### src/rtl/rtca_pkg.sv
package rtca_pkg;

   // ------------------------------------------------------------
   // Bus geometry
   // ------------------------------------------------------------
   localparam int ADR_W  = 8;            // Byte address width
   localparam int DAT_W  = 32;           // Data width
   localparam int SEL_W  = 4;            // Byte lanes
   localparam int LANE_W = 8;            // Bits per lane

   // ------------------------------------------------------------
   // Register offsets (byte addresses)
   // ------------------------------------------------------------
   localparam logic [ADR_W-1:0] OFF_MIN_ALM_LOAD = 8'h24;
   localparam logic [ADR_W-1:0] OFF_HOUR_ALM_LOAD = 8'h28;
   localparam logic [ADR_W-1:0] OFF_DAY_ALM_LOAD = 8'h2C;
   localparam logic [ADR_W-1:0] OFF_IRQ_ENABLE   = 8'h30;
   localparam logic [ADR_W-1:0] OFF_IRQ_RAW      = 8'h34;
   localparam logic [ADR_W-1:0] OFF_IRQ_CLEAR    = 8'h38;

   // ------------------------------------------------------------
   // Field widths and reset values
   // ------------------------------------------------------------
   localparam int MIN_W  = 6;            // Minute alarm field
   localparam int HOUR_W = 5;            // Hour alarm field
   localparam int DAY_W  = 16;           // Day alarm field
   localparam int IRQ_W  = 16;           // Enable / status width
   localparam int LOAD_N = 3;            // Alarm load channels

   localparam logic [MIN_W-1:0]  MIN_RST  = 6'h00;
   localparam logic [HOUR_W-1:0] HOUR_RST = 5'h00;
   localparam logic [DAY_W-1:0]  DAY_RST  = 16'h0000;
   localparam logic [IRQ_W-1:0]  IRQ_RST  = 16'h0000;
   localparam logic [DAT_W-1:0]  DAT_ZERO = 32'h0000_0000;

   // ------------------------------------------------------------
   // Bit positions and masks
   // ------------------------------------------------------------
   localparam int LD_MIN          = 0;   // Launch channel indices
   localparam int LD_HOUR         = 1;
   localparam int LD_DAY          = 2;
   localparam int BIT_HOUR_FMT    = 5;   // Enable reg: 12h format
   localparam int BIT_RSV         = 6;   // Reserved in all three
   localparam int BIT_PM          = 4;   // Hour view: PM flag
   localparam logic [IRQ_W-1:0] EN_RW_MASK  = 16'hFFBF;
   localparam logic [IRQ_W-1:0] RAW_MASK    = 16'hFFBF;
   localparam logic [IRQ_W-1:0] CLR_MASK    = 16'hFF9F;
   localparam logic [IRQ_W-1:0] FMT_ONLY    = 16'h0020;
   localparam logic [HOUR_W-1:0] HOURS_HALF = 5'h0C;

   // ------------------------------------------------------------
   // Carriers
   // ------------------------------------------------------------
   typedef struct packed {
      logic             cyc;
      logic             stb;
      logic             we;
      logic [ADR_W-1:0] adr;
      logic [SEL_W-1:0] sel;
      logic [DAT_W-1:0] dat;
   } rtca_wb_req_t;

   typedef struct packed {
      logic [DAY_W-1:0]  day;
      logic [HOUR_W-1:0] hour;
      logic [MIN_W-1:0]  min;
   } rtca_alarm_t;

endpackage

### src/rtl/rtca_regs.sv
// Notes on behaviour
// - Minute alarm write launches always-on update
// - Hour alarm write launches always-on update
// - Day alarm write launches always-on update
// - Load registers read back last written value
// - Enable bits 15..8 per update source
// - Bit 7 sub-second enable, bit 6 zero
// - Bits 4..0 event enables, upper zero
// - Format bit selects 24h or 12h hour
// - Raw status shows sources before enabling
// - Update completions set raw bits 15..8
// - Writing one clears pending, zero ignored
// - Clear bits follow enable positions except format bit 5
// - Updates slow, signalled by completion events
// - Alarm values held in always-on domain
// - Every interrupt except format bit 5 can wake the system
`timescale 1ns/1ps
module rtca_regs
(
   input  wire logic                        mclk_i,       // Bus clock, 40 MHz
   input  wire logic                        rst_i,        // Async reset, high
   input  wire rtca_pkg::rtca_wb_req_t      wb_req_i,     // Wishbone request
   output logic [rtca_pkg::DAT_W-1:0]       wb_dat_o,     // Wishbone read data
   output logic                             wb_ack_o,     // Wishbone ack
   input  wire logic [rtca_pkg::IRQ_W-1:0]  aon_evt_tgl_i,// Event toggles, aon
   input  wire logic [rtca_pkg::HOUR_W-1:0] aon_hour_i,   // Hour count, aon
   output rtca_pkg::rtca_alarm_t            alarm_load_o, // Values to aon
   output logic [rtca_pkg::LOAD_N-1:0]      load_tgl_o,   // Launch toggles
   output logic [rtca_pkg::HOUR_W-1:0]      hour_view_o,  // Formatted hour
   output logic                             irq_o         // Level interrupt
);
   import rtca_pkg::*;
   localparam int ARM_N = 3;           // Edges until event sync holds real input

   // ------------------------------------------------------------
   // Declarations
   // ------------------------------------------------------------
   rtca_alarm_t        alarm_reg;      // Last written alarm values
   logic [LOAD_N-1:0]  load_tgl_reg;   // One toggle per launch
   logic [IRQ_W-1:0]   en_reg;         // Enables plus format bit
   logic [IRQ_W-1:0]   raw_reg;        // Sticky raw status
   logic [IRQ_W-1:0]   raw_next;       // Raw status next value
   logic [DAT_W-1:0]   dat_reg;        // Read data
   logic [DAT_W-1:0]   dat_next;       // Read data next value
   logic               ack_reg;        // Bus ack
   logic               irq_reg;        // Interrupt level
   logic [HOUR_W-1:0]  hour_view_reg;  // Formatted hour
   logic [HOUR_W-1:0]  hour_view_next; // Formatted hour next value
   logic [IRQ_W-1:0]   evt_s1_reg;     // Event sync, first stage
   logic [IRQ_W-1:0]   evt_s2_reg;     // Event sync, second stage
   logic [IRQ_W-1:0]   evt_s3_reg;     // Edge history
   logic [ARM_N-1:0]   evt_arm_reg;    // Edge detect armed after reset
   logic [HOUR_W-1:0]  hour_s1_reg;    // Hour sync, first stage
   logic [HOUR_W-1:0]  hour_s2_reg;    // Hour sync, second stage
   logic [HOUR_W-1:0]  hour_s3_reg;    // Hour sync, settle compare
   logic [IRQ_W-1:0]   evt;            // One-cycle event pulses
   logic               access;         // Request taken this cycle
   logic               wr;             // Write taken this cycle
   logic               rd;             // Read taken this cycle
   logic [DAT_W-1:0]   wmask;          // Byte lane write mask
   logic [DAT_W-1:0]   wdat;           // Masked write data
   logic [IRQ_W-1:0]   clr;            // Clear strobes
   logic [IRQ_W-1:0]   rd_clr;         // Clear by status read

   // ------------------------------------------------------------
   // Bus decode
   // ------------------------------------------------------------
   // Take a request once; ack follows on the next edge
   assign access = wb_req_i.cyc & wb_req_i.stb & ~ack_reg;
   assign wr     = access & wb_req_i.we;
   assign rd     = access & ~wb_req_i.we;

   // Expand byte enables to a bit mask
   always_comb
   begin
      wmask = DAT_ZERO;
      for (int i = 0; i < SEL_W; i++)
      begin
         wmask[i*LANE_W +: LANE_W] = {LANE_W{wb_req_i.sel[i]}};
      end
   end

   assign wdat = wb_req_i.dat & wmask;

   // Bus ack, one cycle per request
   always_ff @(posedge mclk_i or posedge rst_i)
   begin
      if (rst_i)
         ack_reg <= 1'b0;
      else
         ack_reg <= access;
   end

   // ------------------------------------------------------------
   // Alarm load registers and launch toggles
   // ------------------------------------------------------------
   // Store written lanes; any write toggles its launch line
   always_ff @(posedge mclk_i or posedge rst_i)
   begin
      if (rst_i)
      begin
         alarm_reg.min  <= MIN_RST;
         alarm_reg.hour <= HOUR_RST;
         alarm_reg.day  <= DAY_RST;
         load_tgl_reg   <= '0;
      end
      else if (wr)
      begin
         unique case (wb_req_i.adr)
            OFF_MIN_ALM_LOAD:
            begin
               alarm_reg.min <= (alarm_reg.min & ~wmask[MIN_W-1:0])
                              | wdat[MIN_W-1:0];
               load_tgl_reg[LD_MIN] <= ~load_tgl_reg[LD_MIN];
            end
            OFF_HOUR_ALM_LOAD:
            begin
               alarm_reg.hour <= (alarm_reg.hour & ~wmask[HOUR_W-1:0])
                               | wdat[HOUR_W-1:0];
               load_tgl_reg[LD_HOUR] <= ~load_tgl_reg[LD_HOUR];
            end
            OFF_DAY_ALM_LOAD:
            begin
               alarm_reg.day <= (alarm_reg.day & ~wmask[DAY_W-1:0])
                              | wdat[DAY_W-1:0];
               load_tgl_reg[LD_DAY] <= ~load_tgl_reg[LD_DAY];
            end
            default:
            begin
               // Other addresses leave the loads alone
            end
         endcase
      end
   end

   // Values stay stable long after a toggle, so aon samples safely
   assign alarm_load_o = alarm_reg;
   assign load_tgl_o   = load_tgl_reg;

   // ------------------------------------------------------------
   // Enable register
   // ------------------------------------------------------------
   // Read-write enables; reserved bit 6 never stores
   always_ff @(posedge mclk_i or posedge rst_i)
   begin
      if (rst_i)
         en_reg <= IRQ_RST;
      else if (wr && wb_req_i.adr == OFF_IRQ_ENABLE)
         en_reg <= ((en_reg & ~wmask[IRQ_W-1:0])
                   | wdat[IRQ_W-1:0]) & EN_RW_MASK;
   end

   // ------------------------------------------------------------
   // Event synchronisers
   // ------------------------------------------------------------
   // Toggles from the always-on domain, two flops then edge
   always_ff @(posedge mclk_i or posedge rst_i)
   begin
      if (rst_i)
      begin
         evt_s1_reg <= IRQ_RST;
         evt_s2_reg <= IRQ_RST;
         evt_s3_reg <= IRQ_RST;
         evt_arm_reg <= '0;
      end
      else
      begin
         evt_s1_reg <= aon_evt_tgl_i;
         evt_s2_reg <= evt_s1_reg;
         evt_s3_reg <= evt_s2_reg;
         evt_arm_reg <= {evt_arm_reg[ARM_N-2:0], 1'b1};
      end
   end

   // Reserved position 6 can never raise an event
   // Edges masked until the sync stages hold real input,
   // so a toggle line left high across reset is no event
   assign evt = (evt_s2_reg ^ evt_s3_reg) & RAW_MASK
              & {IRQ_W{evt_arm_reg[ARM_N-1]}};

   // ------------------------------------------------------------
   // Raw status
   // ------------------------------------------------------------
   // Write-one clear on defined clear bits only
   assign clr = (wr && wb_req_i.adr == OFF_IRQ_CLEAR)
              ? (wdat[IRQ_W-1:0] & CLR_MASK) : IRQ_RST;

   // A status read clears exactly what it returned
   assign rd_clr = (rd && wb_req_i.adr == OFF_IRQ_RAW) ? raw_reg : IRQ_RST;

   // Sticky bits; a new event wins over a clear
   assign raw_next = (raw_reg & ~clr & ~rd_clr) | evt;

   always_ff @(posedge mclk_i or posedge rst_i)
   begin
      if (rst_i)
         raw_reg <= IRQ_RST;
      else
         raw_reg <= raw_next;
   end

   // ------------------------------------------------------------
   // Interrupt output
   // ------------------------------------------------------------
   // Any enabled pending source except format bit 5 raises the level, also for wake
   always_ff @(posedge mclk_i or posedge rst_i)
   begin
      if (rst_i)
         irq_reg <= 1'b0;
      else
         irq_reg <= |(raw_reg & en_reg & ~FMT_ONLY);
   end

   // ------------------------------------------------------------
   // Hour format
   // ------------------------------------------------------------
   // Hour count crosses from aon; it moves once an hour
   // Third stage lets the view wait until all bits agree
   always_ff @(posedge mclk_i or posedge rst_i)
   begin
      if (rst_i)
      begin
         hour_s1_reg <= HOUR_RST;
         hour_s2_reg <= HOUR_RST;
         hour_s3_reg <= HOUR_RST;
      end
      else
      begin
         hour_s1_reg <= aon_hour_i;
         hour_s2_reg <= hour_s1_reg;
         hour_s3_reg <= hour_s2_reg;
      end
   end

   // 24h passes through; 12h folds and flags PM
   always_comb
   begin
      hour_view_next = hour_s2_reg;
      if (en_reg[BIT_HOUR_FMT])
      begin
         if (hour_s2_reg >= HOURS_HALF)
         begin
            hour_view_next         = hour_s2_reg - HOURS_HALF;
            hour_view_next[BIT_PM] = 1'b1;
         end
      end
   end

   always_ff @(posedge mclk_i or posedge rst_i)
   begin
      if (rst_i)
         hour_view_reg <= HOUR_RST;
      else if (hour_s2_reg == hour_s3_reg) // Settled hour only
         hour_view_reg <= hour_view_next;
   end

   // ------------------------------------------------------------
   // Read data
   // ------------------------------------------------------------
   // Loads return stored values; clear and unmapped read zero
   always_comb
   begin
      dat_next = DAT_ZERO;
      unique case (wb_req_i.adr)
         OFF_MIN_ALM_LOAD:  dat_next[MIN_W-1:0]  = alarm_reg.min;
         OFF_HOUR_ALM_LOAD: dat_next[HOUR_W-1:0] = alarm_reg.hour;
         OFF_DAY_ALM_LOAD:  dat_next[DAY_W-1:0]  = alarm_reg.day;
         OFF_IRQ_ENABLE:    dat_next[IRQ_W-1:0]  = en_reg;
         OFF_IRQ_RAW:       dat_next[IRQ_W-1:0]  = raw_reg;
         default:           dat_next             = DAT_ZERO;
      endcase
   end

   always_ff @(posedge mclk_i or posedge rst_i)
   begin
      if (rst_i)
         dat_reg <= DAT_ZERO;
      else if (rd)
         dat_reg <= dat_next;
   end

   // ------------------------------------------------------------
   // Outputs
   // ------------------------------------------------------------
   assign wb_dat_o    = dat_reg;
   assign wb_ack_o    = ack_reg;
   assign irq_o       = irq_reg;
   assign hour_view_o = hour_view_reg;
endmodule

### config.mk
export PLATFORM = sky130hd
export DESIGN_NAME = rtca_regs
export DESIGN_NICKNAME = d
export VERILOG_FILES = /design/src/rtl/rtca_pkg.sv /design/src/rtl/rtca_regs.sv
export SDC_FILE = /design/constraint.sdc
export NUM_CORES = 1
export LEC_CHECK = 0
export ABC_AREA = 1
export BUFFER_PORTS_ARGS = -buffer_cell sky130_fd_sc_hd__buf_2
export CORE_ASPECT_RATIO = 1.75
export CORE_MARGIN = 1
export CORE_UTILIZATION = 54
export CTS_BUF_LIST = sky130_fd_sc_hd__clkbuf_16
export CTS_CLUSTER_DIAMETER = 200
export DETAILED_ROUTE_END_ITERATION = 6
export GPL_TIMING_DRIVEN = 0
export PLACE_DENSITY = 0.8
export SLEW_MARGIN = 10
export SYNTH_ARGS = -nofsm -noshare
export SYNTH_HDL_FRONTEND = slang
export SYNTH_SLANG_ARGS = --single-unit
export TNS_END_PERCENT = 100
### constraint.sdc
create_clock -name mclk_i -period 6.88 [get_ports mclk_i]
set_input_delay 1.376 -clock mclk_i [delete_from_list [all_inputs] [get_ports mclk_i]]
set_output_delay 1.376 -clock mclk_i [all_outputs]
set_load 0.05 [all_outputs]
==> metrics.md <==
| Metric | Value |
|---|---|
| Total power divided by cell area | around 280 nW/um2 |
| CP Capture Type | primary output |
| Arrival time at the worst endpoint | between 1 and 1.5 ns |
| Largest fanout on the critical path | 3 |
| Initial Utilization | ~56% |
| Worst Tran Pin Value | 0.785 ns |
| Row cnt | 50 |
| N_diodes | 0 |
| Global route overflow | 0 |
| Yosys reg bits | approximately 150 |
| Max transition margin | between 40% and 50% |
| Skew-Pair Late Insertion Delay | around 0.42 ns |
| Design Power | 0.00203 W |
| Post-route antenna net violation count | 0 |
| Final HPWL DP | approximately 9700 um |
| Drt first pass iters | 5 |
| Critical path launch point type | flop |
| Setup_tns | 0 ns |
| Asr flop ratio synth | 100% |
| Worst R2R Setup Slack | approximately 5.1 ns |
| FF-to-FF End | raw_reg[9] |
| Die area | around 12000 um2 |
| Core Area | 10800 um2 |
| Clock Skews | roughly 0.0085 ns |
| Ys flop type | dfrtp_1 |
| Chip width | around 82 um |
| Yosys warns | 0 |
| Setup violators final | 0 |
| Initial antenna violation count | 0 |
| Max Fclk | between 0.4 and 0.5 GHz |
| Critical Path RT | roughly 5.5 ns |
| Io pins | 139 |
| Number of global-route vias before repair | ~4800 |
| Synth Instances | a little over 600 |
| Outcome | finished, final reports clean |
| Layout cell share with drive strength beyond 1 | about a quarter |
| Clk root buf | clkbuf_16 |
| Clock slew seen by the registers of the worst setup and hold paths | 0.06 ns |
| Post-Synth Adder-Cell Area | 0.208% |
| Max clock buf depth | 2 |
| Storage cell area | around 3700 um2 |
| Post-synthesis compound-gate area fraction | 11.4% |
| CTS tree | done |
| 1st-iter DRT viols | between 300 and 400 |
| Max-cap violations | 0 |
| Largest net degree at the start of global routing | between 80 and 90 |
| Fin. Hold Viols | 0 |
| CP peak stage delay | between 0.4 and 0.5 ns |
| Fin area | 7360 um2 |
| Hold Path Class | flop to flop |
| Post-Synth Simple-Gate Area | 19.4% |
| Hold path depth | 0 |
| Vias | approximately 4700 |
| Worst path slowest cell | dfrtp_1 |
| Worst path cell trace | buf_2 |
| Die height | between 100 and 150 um |
| WS Path Type | flop to primary output |
| Yosys cell types | 37 |
| FF-to-FF path depth | 5 |
| Post-CTS Hold Fix Bufs | 0 |
| NumNets Final | around 820 |
| Vias per cell | ~5.2 |
| P&R area growth vs syn | 22.2% |
| Hold Startpoint | evt_s1_reg[1] |
| Period minus WS final | approximately 2.5 ns |
| Worst-case hold path end point | evt_s2_reg[1] |
| Final period util | around 36% |
| H-tree depth | 4 |
| Port Buf Inserts | ~100 |
| Fillers | around 840 |
| Pins over their slew limit | 0 |
| Global-route wire length before repair | 22100 um |
| RSZ-0062 raised after global routing | false |
| Worst vdd ir | about 0.23 mV |
| Final GP Congestion | approximately 0.90 |
| Cts bufs inserted | 17 |
| Syn_area_per_cell | between 9 and 10 um2 |
| Drc violations | 0 |
| Mapped Area | between 6000 and 7000 um2 |
| Clock sink count | approximately 150 |
| Dpl cell area | between 6000 and 7000 um2 |
| DR WL/cell | 15.3 um |
| Overall routed net length | about 14000 um |
| EDFF count, synth | 0 |
| Cell family with most CP delay | flip-flops |
| Post-CTS Repair Setup Buffers | 0 |
| Buf+Inv Stages, Crit Path | 1 |
| Lkg Pwr | 3.72 nW |
| Final worst setup slack | ~4.4 ns |
| Post-CTS sizing | 0 |
| Post-synthesis sequential area ratio | 61.1% |
| Largest family of logic cells by synthesized area | simple AND/OR/NAND/NOR gates |
| Mux share of post-synthesis cell area | 0% |
| Multi-input logic area | approximately 2000 um2 |
| GRT Util Overall | 25.6% |
| Reg2reg start | wb_ack_o |
| Fin Hold WS | around 0.34 ns |
| Dpl ws | 4.10 ns |
| XOR/XNOR Fraction of Synth Area | roughly 1.3% |
where the power goes:
part           total (W)  switching [W]  internal, W
logic           0.000216       0.000162    0.0000549
registers       0.000926      0.0000221     0.000904
clock network   0.000891       0.000356     0.000535
total            0.00203       0.000540      0.00149
Yosys cell counts (4+ instances only):
| cell type | n | area, um2 |
|---|---|---|
| dfrtp_1 | 147 | 3680 |
| nand2_1 | 143 | 537 |
| nand3_1 | 53 | 265 |
| o21ai_0 | 37 | 185 |
| inv_1 | 32 | 120 |
| nor2_1 | 31 | 116 |
| o21ai_1 | 31 | 155 |
| a21oi_1 | 21 | 105 |
| buf_4 | 17 | 128 |
| o21bai_1 | 14 | 105 |
| buf_2 | 11 | 55.1 |
| nand2_2 | 8 | 50.1 |
| a22o_1 | 7 | 61.3 |
| o21ai_2 | 7 | 61.3 |
| inv_2 | 5 | 18.8 |
| xnor2_1 | 5 | 43.8 |
| buf_6 | 4 | 45.0 |
| clkbuf_1 | 4 | 15.0 |
| nor2_2 | 4 | 25.0 |
| xor2_1 | 4 | 35.0 |
cell families (layout without fill, tap and decap cells):
group | Yosys count | count (layout)
and+or+nand+nor | 256 | 256
DFF | 147 | 147
AOI/OAI and AO/OA | 119 | 119
buffers and inverters | 74 | 208
xor gates and xnor gates | 9 | 9
other | 2 | 17
adders and majority gates | 1 | 1
final cells by class:
cell class                 count  share of cell area, %
multi-input combinational    402                   27.4
sequential                   147                   50.0
clock buffer                  17                   5.78
clock inverter                15                   2.13
buffer                        37                   3.35
timing repair buffer         102                   7.24
inverter                      37                   1.96
tap                          130                   2.21
worst max-delay path by stage:
stage	start	endpoint	cells past startpoint
3_3_place_gp	rst_i	hour_s2_reg[1]	2
5_1_grt	wb_req_i[39]	raw_reg[9]	8
3_5_place_dp	wb_req_i[39]	raw_reg[9]	8
6_report	flop	alarm_load_o[20]	1
2_1_floorplan	rst_i	asynchronous set/reset pin	1
4_1_cts	flop	alarm_load_o[20]	1
stage by stage:
stage | instances | util [%]
floorplan | 623 | -
global placement | 854 | 62.7
detailed placement | 855 | 63.0
CTS | 887 | 68.4
global route | 887 | 68.4
finish | 887 | 68.4
layer usage:
layer,routed length [um],track usage (%)
met5,0,0
met3,813,6.43
met4,447,13.5
met2,7200,43.1
met1,5120,28.9
cells in the final DEF (no fill, tap or decap), types with 7 or more instances in the layout:
master	n
a21oi_1	21
dfrtp_1	147
nand3_1	53
buf_2	112
o21ai_1	31
buf_4	17
o21ai_0	37
nand2_1	143
o21ai_2	7
clkbuf_16	17
conb_1	17
nand2_2	8
o21bai_1	14
a22o_1	7
inv_1	31
nor2_1	31
No activity file was read; power rests on OpenSTA's default activity.
